File: src/hdl/chain_pkg.sv
// constants and types of the chained serial readout block
package chain_pkg;
  localparam int RESULT_BITS       = 18;
  localparam int CLK_MHZ           = 100;
  localparam int CONV_TIME_NS      = 1000;
  localparam int CONV_CYCLES       = (CONV_TIME_NS * CLK_MHZ + 999) / 1000;
  localparam int FIFO_DEPTH        = 16;
  localparam logic [17:0] RESULT_RESET = 18'h00000;

  typedef enum logic [1:0] {
    ST_IDLE,
    ST_CONVERT,
    ST_READOUT,
    ST_OTHER
  } phase_t;
endpackage

File: src/hdl/result_fifo.sv
// small fifo holding conversion results before they are loaded for shifting
`timescale 1ns/10ps
module result_fifo #(
  parameter int WIDTH = 18,
  parameter int DEPTH = 16
) (
  input  wire logic             clk,
  input  wire logic             nrst,
  input  wire logic             in_valid,
  output logic                  in_ready,
  input  wire logic [WIDTH-1:0] in_data,
  output logic                  out_valid,
  input  wire logic             out_ready,
  output logic      [WIDTH-1:0] out_data
);
  localparam int AW = $clog2(DEPTH);

  initial begin
    if (DEPTH < 2 || (1 << AW) != DEPTH) $error("depth must be a power of two");
  end

  logic [WIDTH-1:0] mem [DEPTH];
  logic [AW:0]      wr_ptr;
  logic [AW:0]      rd_ptr;
  logic             full;
  logic             empty;
  logic             push;
  logic             pop;
  logic [AW:0]      next_wr;
  logic [AW:0]      next_rd;
  logic             next_out_valid;
  logic [AW+1:0]    next_occ;

  assign full  = (wr_ptr[AW] != rd_ptr[AW]) && (wr_ptr[AW-1:0] == rd_ptr[AW-1:0]);
  assign empty = (wr_ptr == rd_ptr);
  // accept only when ready was shown, so the source sees an honest handshake
  assign push  = in_valid && in_ready && !full;
  // prime the output register whenever it is free or being taken
  assign pop   = !empty && (!out_valid || out_ready);

  // occupancy after this edge counts the output register too
  assign next_wr        = wr_ptr + (AW+1)'(push);
  assign next_rd        = rd_ptr + (AW+1)'(pop);
  assign next_out_valid = pop ? 1'b1 : (out_ready ? 1'b0 : out_valid);
  assign next_occ       = (AW+2)'(next_wr - next_rd) + (AW+2)'(next_out_valid);

  // storage written only on accepted words
  always_ff @(posedge clk) begin
    if (push) begin
      mem[wr_ptr[AW-1:0]] <= in_data;
    end
  end

  // pointers
  always_ff @(posedge clk or negedge nrst) begin
    if (!nrst) begin
      wr_ptr <= '0;
      rd_ptr <= '0;
    end else begin
      if (push) wr_ptr <= wr_ptr + 1'b1;
      if (pop) rd_ptr <= rd_ptr + 1'b1;
    end
  end

  // read data registered; valid held until the consumer takes it
  always_ff @(posedge clk or negedge nrst) begin
    if (!nrst) begin
      out_valid <= 1'b0;
      out_data  <= '0;
    end else if (pop) begin
      out_valid <= 1'b1;
      out_data  <= mem[rd_ptr[AW-1:0]];
    end else if (out_ready) begin
      out_valid <= 1'b0;
    end
  end

  // ready registered from the next occupancy, output register included, so the source sees back-pressure cleanly
  always_ff @(posedge clk or negedge nrst) begin
    if (!nrst) begin
      in_ready <= 1'b0;
    end else begin
      in_ready <= (next_occ < (AW+2)'(DEPTH));
    end
  end
endmodule // result_fifo

File: src/hdl/chain_readout.sv
// chained serial readout of an 18-bit converter with optional busy bit
`timescale 1ns/10ps
module chain_readout
  import chain_pkg::*;
#(
  parameter int CONV_LEN = CONV_CYCLES
) (
  input  wire logic        CLK,
  input  wire logic        NRST,
  input  wire logic        CONVERSION_START_IN,
  input  wire logic        HOST_SERIAL_IN,
  input  wire logic        SERIAL_CLK,
  input  wire logic [17:0] SAMPLE_IN,
  input  wire logic        SAMPLE_VALID,
  output logic             SAMPLE_READY,
  output logic             SERIAL_OUT,
  output logic             SERIAL_OUT_OE_N,
  output logic             POWERED_UP,
  output logic             CONVERTING,
  output logic             BUSY_MODE,
  output logic             OTHER_MODE
);
  initial begin
    if (CONV_LEN < 1 || CONV_LEN > 65535) $error("conversion length out of range");
  end

  // two-flop synchronisers for the start, serial input and serial clock pins
  logic [1:0] cs_sync;
  logic [1:0] si_sync;
  logic [1:0] sc_sync;
  logic       cs_q;
  logic       sc_q;

  always_ff @(posedge CLK or negedge NRST) begin
    if (!NRST) begin
      cs_sync <= 2'h0;
      si_sync <= 2'h0;
      sc_sync <= 2'h0;
      cs_q    <= 1'b0;
      sc_q    <= 1'b0;
    end else begin
      cs_sync <= {cs_sync[0], CONVERSION_START_IN};
      si_sync <= {si_sync[0], HOST_SERIAL_IN};
      sc_sync <= {sc_sync[0], SERIAL_CLK};
      cs_q    <= cs_sync[1];
      sc_q    <= sc_sync[1];
    end
  end

  logic cs;
  logic si;
  logic sc;
  logic start_rise;
  logic sclk_fall;

  assign cs         = cs_sync[1];
  assign si         = si_sync[1];
  assign sc         = sc_sync[1];
  assign start_rise = cs && !cs_q;
  assign sclk_fall  = !sc && sc_q;

  // fifo in front of the shift register; analog side pushes samples
  logic        fifo_valid;
  logic [17:0] fifo_data;
  logic        fifo_take;

  result_fifo #(
    .WIDTH (RESULT_BITS),
    .DEPTH (FIFO_DEPTH)
  ) u_fifo (
    .clk       (CLK),
    .nrst      (NRST),
    .in_valid  (SAMPLE_VALID),
    .in_ready  (SAMPLE_READY),
    .in_data   (SAMPLE_IN),
    .out_valid (fifo_valid),
    .out_ready (fifo_take),
    .out_data  (fifo_data)
  );

  phase_t      phase;
  logic [15:0] conv_cnt;
  logic        busy_sel;
  logic [17:0] held;
  logic        conv_done;

  assign conv_done = (phase == ST_CONVERT) && (conv_cnt == 16'(CONV_LEN - 1));
  // sample taken at start edge; oldest queued word stands for the captured input
  assign fifo_take = start_rise && !si && fifo_valid;

  // captured sample kept until the next fifo_take
  always_ff @(posedge CLK or negedge NRST) begin
    if (!NRST) begin
      held <= RESULT_RESET;
    end else if (fifo_take) begin
      held <= fifo_data;
    end
  end

  // mode select and conversion sequencing on the internal clock
  always_ff @(posedge CLK or negedge NRST) begin
    if (!NRST) begin
      phase    <= ST_IDLE;
      conv_cnt <= 16'h0000;
      busy_sel <= 1'b0;
    end else begin
      unique case (phase)
        ST_IDLE, ST_READOUT, ST_OTHER: begin
          if (start_rise) begin
            conv_cnt <= 16'h0000;
            busy_sel <= sc;
            // low input chains; high input leaves to the other mode
            phase    <= si ? ST_OTHER : ST_CONVERT;
          end
        end
        ST_CONVERT: begin
          // serial clock is ignored here; length is fixed by the counter
          conv_cnt <= conv_cnt + 16'h0001;
          if (conv_done) begin
            phase <= ST_READOUT;
          end
        end
      endcase
    end
  end

  // shift register plus the bit currently on the pin
  logic [17:0] shreg;
  logic        out_bit;
  logic        first_fall;

  // the first fall of a busy frame only moves the msb out; the upstream
  // busy bit seen on the input then is not captured
  always_ff @(posedge CLK or negedge NRST) begin
    if (!NRST) begin
      shreg      <= RESULT_RESET;
      out_bit    <= 1'b0;
      first_fall <= 1'b0;
    end else if (conv_done) begin
      shreg      <= held;
      first_fall <= busy_sel;
      if (busy_sel) begin
        out_bit <= 1'b1;
      end else begin
        out_bit <= held[17];
      end
    end else if (phase == ST_READOUT && sclk_fall) begin
      first_fall <= 1'b0;
      if (first_fall) begin
        out_bit <= shreg[17];
      end else begin
        out_bit <= shreg[16];
        shreg   <= {shreg[16:0], si};
      end
    end
  end

  // pin drive; the bit moves after a falling clock edge or when a result is loaded at conversion end
  always_ff @(posedge CLK or negedge NRST) begin
    if (!NRST) begin
      SERIAL_OUT      <= 1'b0;
      SERIAL_OUT_OE_N <= 1'b1;
    end else if (!si && !cs) begin
      SERIAL_OUT      <= 1'b0;
      SERIAL_OUT_OE_N <= 1'b0;
    end else if (phase == ST_OTHER) begin
      SERIAL_OUT      <= 1'b0;
      SERIAL_OUT_OE_N <= 1'b1;
    end else begin
      SERIAL_OUT      <= out_bit;
      SERIAL_OUT_OE_N <= 1'b0;
    end
  end

  // status flags; power is up only while converting
  always_ff @(posedge CLK or negedge NRST) begin
    if (!NRST) begin
      POWERED_UP <= 1'b0;
      CONVERTING <= 1'b0;
      BUSY_MODE  <= 1'b0;
      OTHER_MODE <= 1'b0;
    end else begin
      POWERED_UP <= (phase == ST_CONVERT);
      CONVERTING <= (phase == ST_CONVERT);
      BUSY_MODE  <= busy_sel;
      OTHER_MODE <= (phase == ST_OTHER);
    end
  end
endmodule // chain_readout

File: config.mk
export PLATFORM = sky130hd
export DESIGN_NAME = chain_readout
export DESIGN_NICKNAME = d
export VERILOG_FILES = /design/src/hdl/chain_pkg.sv /design/src/hdl/result_fifo.sv /design/src/hdl/chain_readout.sv
export SDC_FILE = /design/constraint.sdc
export NUM_CORES = 1
export LEC_CHECK = 0
export BUFFER_PORTS_ARGS = -buffer_cell sky130_fd_sc_hd__buf_2
export CAP_MARGIN = 20
export CORE_MARGIN = 4
export CORE_UTILIZATION = 50
export CTS_CLUSTER_SIZE = 12
export DETAILED_ROUTE_END_ITERATION = 6
export HOLD_SLACK_MARGIN = 0.08
export PLACE_DENSITY = 0.66
export RECOVER_POWER = 25
export SYNTH_ARGS = -nofsm -noshare
export SYNTH_HDL_FRONTEND = slang
export SYNTH_SLANG_ARGS = --single-unit
File: constraint.sdc
create_clock -name CLK -period 4.5 [get_ports CLK]
set_input_delay 0.675 -clock CLK [delete_from_list [all_inputs] [get_ports CLK]]
set_output_delay 0.675 -clock CLK [all_outputs]
set_load 0.05 [all_outputs]
# --- After elaboration in Yosys (flattened, before gate mapping) ---
# Memory sizes are Yosys's and may differ from the RTL's. A register that Yosys moved wholly into a read port is not among the register bits.
# Cells that the tools add are included.
totals:
  mem_bits_rw: 288
  wordCells: 89
  memories: 1
  regBits: 82
  out_inout_bits: 7
  in_bits: 24
op_classes:
  n_mux: 23
  eq_ne: 10
  order_cmp: 1
  n_addsub: 7
  n_reduce_logical: 26
memory_table:
  columns: ["memory", "depth", "width", "rd", "rd_ports_with_merged_regs", "wr", "line_no", "text"]
  rows:
  - ["u_fifo.mem", 16, 18, 1, 1, 1, "result_fifo.sv:22", "logic [WIDTH-1:0] mem [DEPTH];"]
ops:
  columns: ["cell", "count"]
  rows:
  - ["$mux W18", 3]
  - ["$pmux W16 S2", 1]
  - ["$add A16 B1 Y16 const B", 1]
  - ["$eq A16 B7 Y1 const B", 1]
  - ["$mux W16", 1]
  - ["$mux W1", 14]
  - ["$logic_and A1 B1 Y1", 11]
  - ["$add A5 B1 Y5", 2]
  - ["$add A5 B1 Y5 const B", 2]
  - ["$logic_not A1 Y1", 8]
  - ["$add A6 B1 Y6", 1]
  - ["$lt A6 B5 Y1 const B", 1]
  - ["$mux W2", 3]
  - ["$ne A2 B2 Y1 const B", 3]
  - ["$reduce_and A2 Y1", 3]
  - ["$sub A5 B5 Y6", 1]
  - ["$eq A5 B5 Y1", 1]
  - ["$eq A2 B2 Y1 const B", 2]
  - ["$eq A4 B4 Y1", 1]
  - ["$pmux W2 S2", 1]
  - ["$reduce_or A3 Y1", 1]
  - ["$eq A2 B1 Y1 const B", 1]
  - ["$logic_not A2 Y1", 1]
  - ["$reduce_bool A2 Y1", 1]
  - ["other kinds (2)", 2]

# --- Longest topological paths before layout ---
depth:
  word_depth: 10
  depth_mapped: 17
  depth_no_buf: 14

# --- Modules after synthesis ---
# From an unflattened synthesis, not the netlist that was laid out.
unflattened:
  hier_cells: 822
  hier_area_um2: 15618.7
by_module_without_submodules:
  columns: ["module", "seq_area_each_um2", "cells_each", "area_per_inst_um2", "n_inst"]
  rows:
  - ["result_fifo", 9399.0, 592, 12682.2, 1]
  - ["chain_readout", 1752.9, 230, 2936.6, 1]

# --- Worst setup path after synthesis ---
# Ideal clock, no wire load.
synth_timing:
  path_type: "flip-flop to flip-flop"
  start: "register u_fifo.rd_ptr[1]"
  end: "register u_fifo.in_ready"
  stages_incl_launch_ff: 18
  setup_ns: 0.067
  path_slack_ns: 0.796
  required_ns: 4.433
  arrival_ns: 3.637
  path_buffers: 3
  period_less_slack_ns: 3.704
  path_cell_list: "dfrtp_1 clkbuf_1 xor2_1 nor4_2 a22o_1 buf_2 buf_2 inv_1 ha_1 ha_1 xnor2_1 ha_1 ha_1 a21o_1 a2111oi_2 a22oi_1 nor4b_1 a311o_1"
synth_via:
  elab_cells_between_ends: 13
  cone_classes: "add/sub (4); order compare (1); eq/ne (2); mux (1); reduce/logical (5)"
synth_rtl:
  columns: ["item", "line_no", "text"]
  rows:
  - ["start: declaration", "result_fifo.sv:24", "logic [AW:0] rd_ptr;"]
  - ["start signal: assignment", "result_fifo.sv:61", "if (pop) rd_ptr <= rd_ptr + 1'b1;"]
  - ["$eq A5 B5 Y1 *", "result_fifo.sv:35", "assign empty = (wr_ptr == rd_ptr);"]
  - ["$logic_not A1 Y1 *", "result_fifo.sv:39", "assign pop = !empty && (!out_valid || out_ready);"]
  - ["$logic_and A1 B1 Y1 *", "result_fifo.sv:39", null]
  - ["named net u_fifo.pop", "result_fifo.sv:28", "logic pop;"]
  - ["$add A5 B1 Y5", "result_fifo.sv:43", "assign next_rd = rd_ptr + (AW+1)'(pop);"]
  - ["$sub A5 B5 Y6", "result_fifo.sv:45", "assign next_occ = (AW+2)'(next_wr - next_rd) + (AW+2)'(next_out_valid);"]
  - ["$add A6 B1 Y6 *", "result_fifo.sv:45", null]
  - ["$lt A6 B5 Y1 *", "result_fifo.sv:83", "in_ready <= (next_occ < (AW+2)'(DEPTH));"]
  - ["end signal: assignment", "result_fifo.sv:83", null]
  - ["end: declaration", "result_fifo.sv:10", "output logic in_ready,"]
# Mark *: on every way through the listed nets, which the timed path passes. The rest lies on a longest branch.
# A chain may end at the register's enable or synchronous reset.

# --- Worst setup path in the final report ---
layout_timing:
  start: "register u_fifo.wr_ptr[3]"
  end: "register u_fifo.in_ready"
layout_via:
  elab_chain_cells: 8
  elab_cells_between_ends: 13
  cone_classes: "add/sub (4); order compare (1); eq/ne (2); mux (1); reduce/logical (5)"
layout_rtl:
  columns: ["item", "line_no", "text"]
  rows:
  - ["start: declaration", "result_fifo.sv:23", "logic [AW:0] wr_ptr;"]
  - ["start signal: assignment", "result_fifo.sv:60", "if (push) wr_ptr <= wr_ptr + 1'b1;"]
  - ["$eq A4 B4 Y1", "result_fifo.sv:34", "assign full = (wr_ptr[AW] != rd_ptr[AW]) && (wr_ptr[AW-1:0] == rd_ptr[AW-1:0]);"]
  - ["$logic_and A1 B1 Y1", "result_fifo.sv:34", null]
  - ["$logic_not A1 Y1", "result_fifo.sv:37", "assign push = in_valid && in_ready && !full;"]
  - ["$logic_and A1 B1 Y1", "result_fifo.sv:37", null]
  - ["named net u_fifo.push", "result_fifo.sv:27", "logic push;"]
  - ["$add A5 B1 Y5", "result_fifo.sv:42", "assign next_wr = wr_ptr + (AW+1)'(push);"]
  - ["$sub A5 B5 Y6", "result_fifo.sv:45", null]
  - ["$add A6 B1 Y6", "result_fifo.sv:45", null]
  - ["$lt A6 B5 Y1", "result_fifo.sv:83", null]
# The timed path passes the listed nets, and every way through them passes these cells.

==> qor.txt <==
RePlAce Congestion: 0.778
Avg Synthesized Cell Area: 18.5 sq um
Distinct cells, synth: 47
syn_nets: 861
Synthesis Warnings: 0
post-synthesis sequential area ratio: 73.5%
largest family of logic cells by synthesized area: multiplexers
DRT Wirelength: 29900 um
Pleak: 6.19 nW
post-synthesis mux area share: 12.9%
critical path type: register to register
CP Data Required Time: 4.96 ns
sw power: 2.81 mW
H-Tree Level Count: 2
Die Y: 182 um
CTS Buf Count: 40
cell area after synthesis: 0.0152 sq mm
GR Overflow Total: 0
initial antenna violation count: 2
ys async rst share: 25.8%
DRT iter0 DRCs: 716
power per cell area: 586 mW/mm^2
sequential share of power: 44.6%
Gate power share: 23.8%
Least-Margin Pin Slew: 1.15 ns
final max-slew violation count: 0
CTS root buf: clkbuf_16
first-pass GRT wire length: 46900 um
Final nets: 917
Port Buffers: 30
worst-skew pair later-pin latency: 0.52 ns
max cap viols: 0
# IOs: 31
Post-Synth Simple-Gate Area: 3.90%
Fin Clk Skew: 0.0147 ns
CTS hold repair buffers: 0
Period minus WS final: 3.88 ns
WP data arrival: 4.34 ns
clock-pin transition on the worst setup and hold timing paths: 0.06 ns
Resized Gates After CTS: 0
largest net degree at the start of global routing: 61
final setup vio count: 0
Max Clk Rate: 0.258 GHz
clk buf depth: 3
sw frac: 28.0%
area delta synth->final: 13.0%
RSZ-0062 raised after global routing: no
Core Util, Final: 57.5%
share of post-route cells with drive strength above 1: 23.5%
Max IR drop VDD: 399 uV
Starting Density: 50.9%
Tcrit/Tclk final: 86.1%
GRT Overall Usage: 18.5%
Detail Route Antenna Nets: 0
status: completed
die area: 0.0332 sq mm
DR vias/cell: 5.82
Pwr Total: 10.0 mW
Clk pwr share: 31.6%
ys flop type: edfxtp_1
Hold Path Class: input port to async pin
vias in the first global route: 8085
Adder-Cell Fraction of Synth Area: 1.57%
Hold Violations, Final: 0
#FFs+latches synth: 388
drt first pass iters: 5
Startpoint Class: register
DRC: 0
Compound-Gate Fraction of Synth Area: 5.34%
xor/xnor share of the synthesized area: 1.15%
via count: 7534
Worst setup EP type: register
Site Rows: 63
crit-path max FO: 12
max_slew headroom: 23.5%
final setup TNS: 0 ns
Post-DP HPWL: 16900 um
Internal: 7.23 mW
Synth Instances: 818
Die Span X: 182 um
CTS Sinks: 388
setup bufs post-CTS: 0
r2r setup slk: 0.62 ns
drt wl/cell: 23.1 um
core footprint: 0.0298 sq mm
number of flops mapped to enable cells by yosys: 288
CTS tree: done
[worst max-delay path, cell delays in order (launching register included)]
cell and delay, ns:
dfrtp_1 0.56, xor2_1 0.24, nor4_2 0.46, a21oi_2 0.23, ha_1 0.27, ha_1 0.21, xor2_1 0.16, ha_1 0.32
ha_1 0.22, a21o_1 0.19, a2111oi_2 0.27, a22oi_1 0.16, nor4b_1 0.37, a311o_1 0.17
[synthesized netlist by cell type (2+ instances only)]
master    count  area share (%)
a21o_1       17            0.84
a21oi_1       2           0.066
a22o_1       18             1.0
and2_1        2           0.082
and3_1        4            0.16
buf_1         5            0.12
buf_2        16            0.53
buf_4         3            0.15
clkbuf_1     16            0.40
dfrtp_1      99              16
edfxtp_1    288              57
ha_1         19             1.6
inv_1        13            0.32
mux2_2       23             1.7
mux2i_1       8            0.53
mux4_2       72              11
nand2_1      43             1.1
nand2b_1      5            0.21
nand3_1      19            0.63
nand4_1       6            0.25
nor2_1       20            0.49
nor2_2        2           0.082
nor2b_1       2           0.082
nor3_1        5            0.16
nor4_1        2           0.082
o211ai_1      2           0.099
o21ai_0      15            0.49
o22ai_1      36             1.5
o31ai_1      19            0.94
or2_2         2           0.082
xnor2_1       9            0.52
xor2_1       11            0.64
[state kept, by name (all words and copies together), names as in the netlist, 5 cells and up]
signal and cells:
conv_cnt 16, held 18, shreg 18, u_fifo.mem 288
u_fifo.out_data 18, u_fifo.rd_ptr 5, u_fifo.wr_ptr 5
[cell type report]
class | instances | area, sq um
multi-input combinational | 376 | 3820
sequential | 388 | 11200
clock buffer | 67 | 1190
inverter | 13 | 48.8
antenna | 1 | 2.50
clock inverter | 5 | 81.3
tap | 390 | 488
timing repair buffer | 55 | 338
fill | 2255 | 12700
[cells by family (layout without fill, tap and decap cells)]
family	count (synthesis)	count (layout)
muxes	103	103
AOI/OAI and AO/OA	115	115
buffers and inverters	54	140
DFF	388	388
adders and majority gates	19	19
xor gates and xnor gates	20	20
and+or+nand+nor	119	119
other	0	1
[power by group through the flow]
stage,clock (mW),combinational [mW],sequential [mW]
2_1_floorplan,0,1.86,4.43
3_3_place_gp,0,2.31,4.52
4_1_cts,3.25,2.40,4.48
5_1_grt,3.42,2.63,4.52
6_report,3.17,2.39,4.48
3_5_place_dp,0,2.39,4.55
[per-layer routing]
layer	vias up	wire, um	track usage, %
li1	3377	-	-
met1	3909	11800	23.4
met2	191	15700	32.6
met3	55	1660	3.65
met4	2	740	5.22
met5	-	13	0
[final timing paths]
path,end,cells past startpoint,startpoint
hold reg to reg,si_sync[1]$_DFF_PN0_,0,si_sync[0]$_DFF_PN0_
max in group asynchronous,shreg[8]$_DFFE_PN0P_,2,NRST
setup / recovery,u_fifo.in_ready$_DFF_PN0_,13,u_fifo.wr_ptr[3]$_DFFE_PN0P_
hold / removal,conv_cnt[8]$_DFFE_PN0P_,1,NRST
setup reg to reg,u_fifo.in_ready$_DFF_PN0_,13,u_fifo.wr_ptr[3]$_DFFE_PN0P_
min in group CLK,cs_sync[0]$_DFF_PN0_,1,CONVERSION_START_IN
[placed cells by master (no fill, tap or decap), types with 9 or more instances in the layout]
cell type / count
a21o_1: 17
ha_1: 19
inv_1: 13
o21ai_0: 15
buf_4: 25
clkbuf_1: 37
xor2_1: 11
o22ai_1: 36
nand3_1: 19
buf_2: 11
o31ai_1: 19
xnor2_1: 9
nand2_1: 43
a22o_1: 18
nor2_1: 9
mux4_2: 72
mux2_2: 23
nor2_2: 13
clkbuf_16: 41
dfrtp_1: 96
edfxtp_1: 288
[stage by stage]
stage / hold WS, ns / cell area, sq um / cells / worst slack [ns]
detailed placement: 0.346 / 15900 / 1221 / 0.640
finish: 0.224 / 17100 / 1295 / 0.624
CTS: 0.232 / 17100 / 1293 / 0.614
global route: 0.238 / 17100 / 1295 / 0.405
global placement: 0.339 / 15900 / 1221 / 0.854
floorplan: 0.331 / 15200 / 818 / 0.796
No activity file was read; power rests on OpenSTA's default activity.
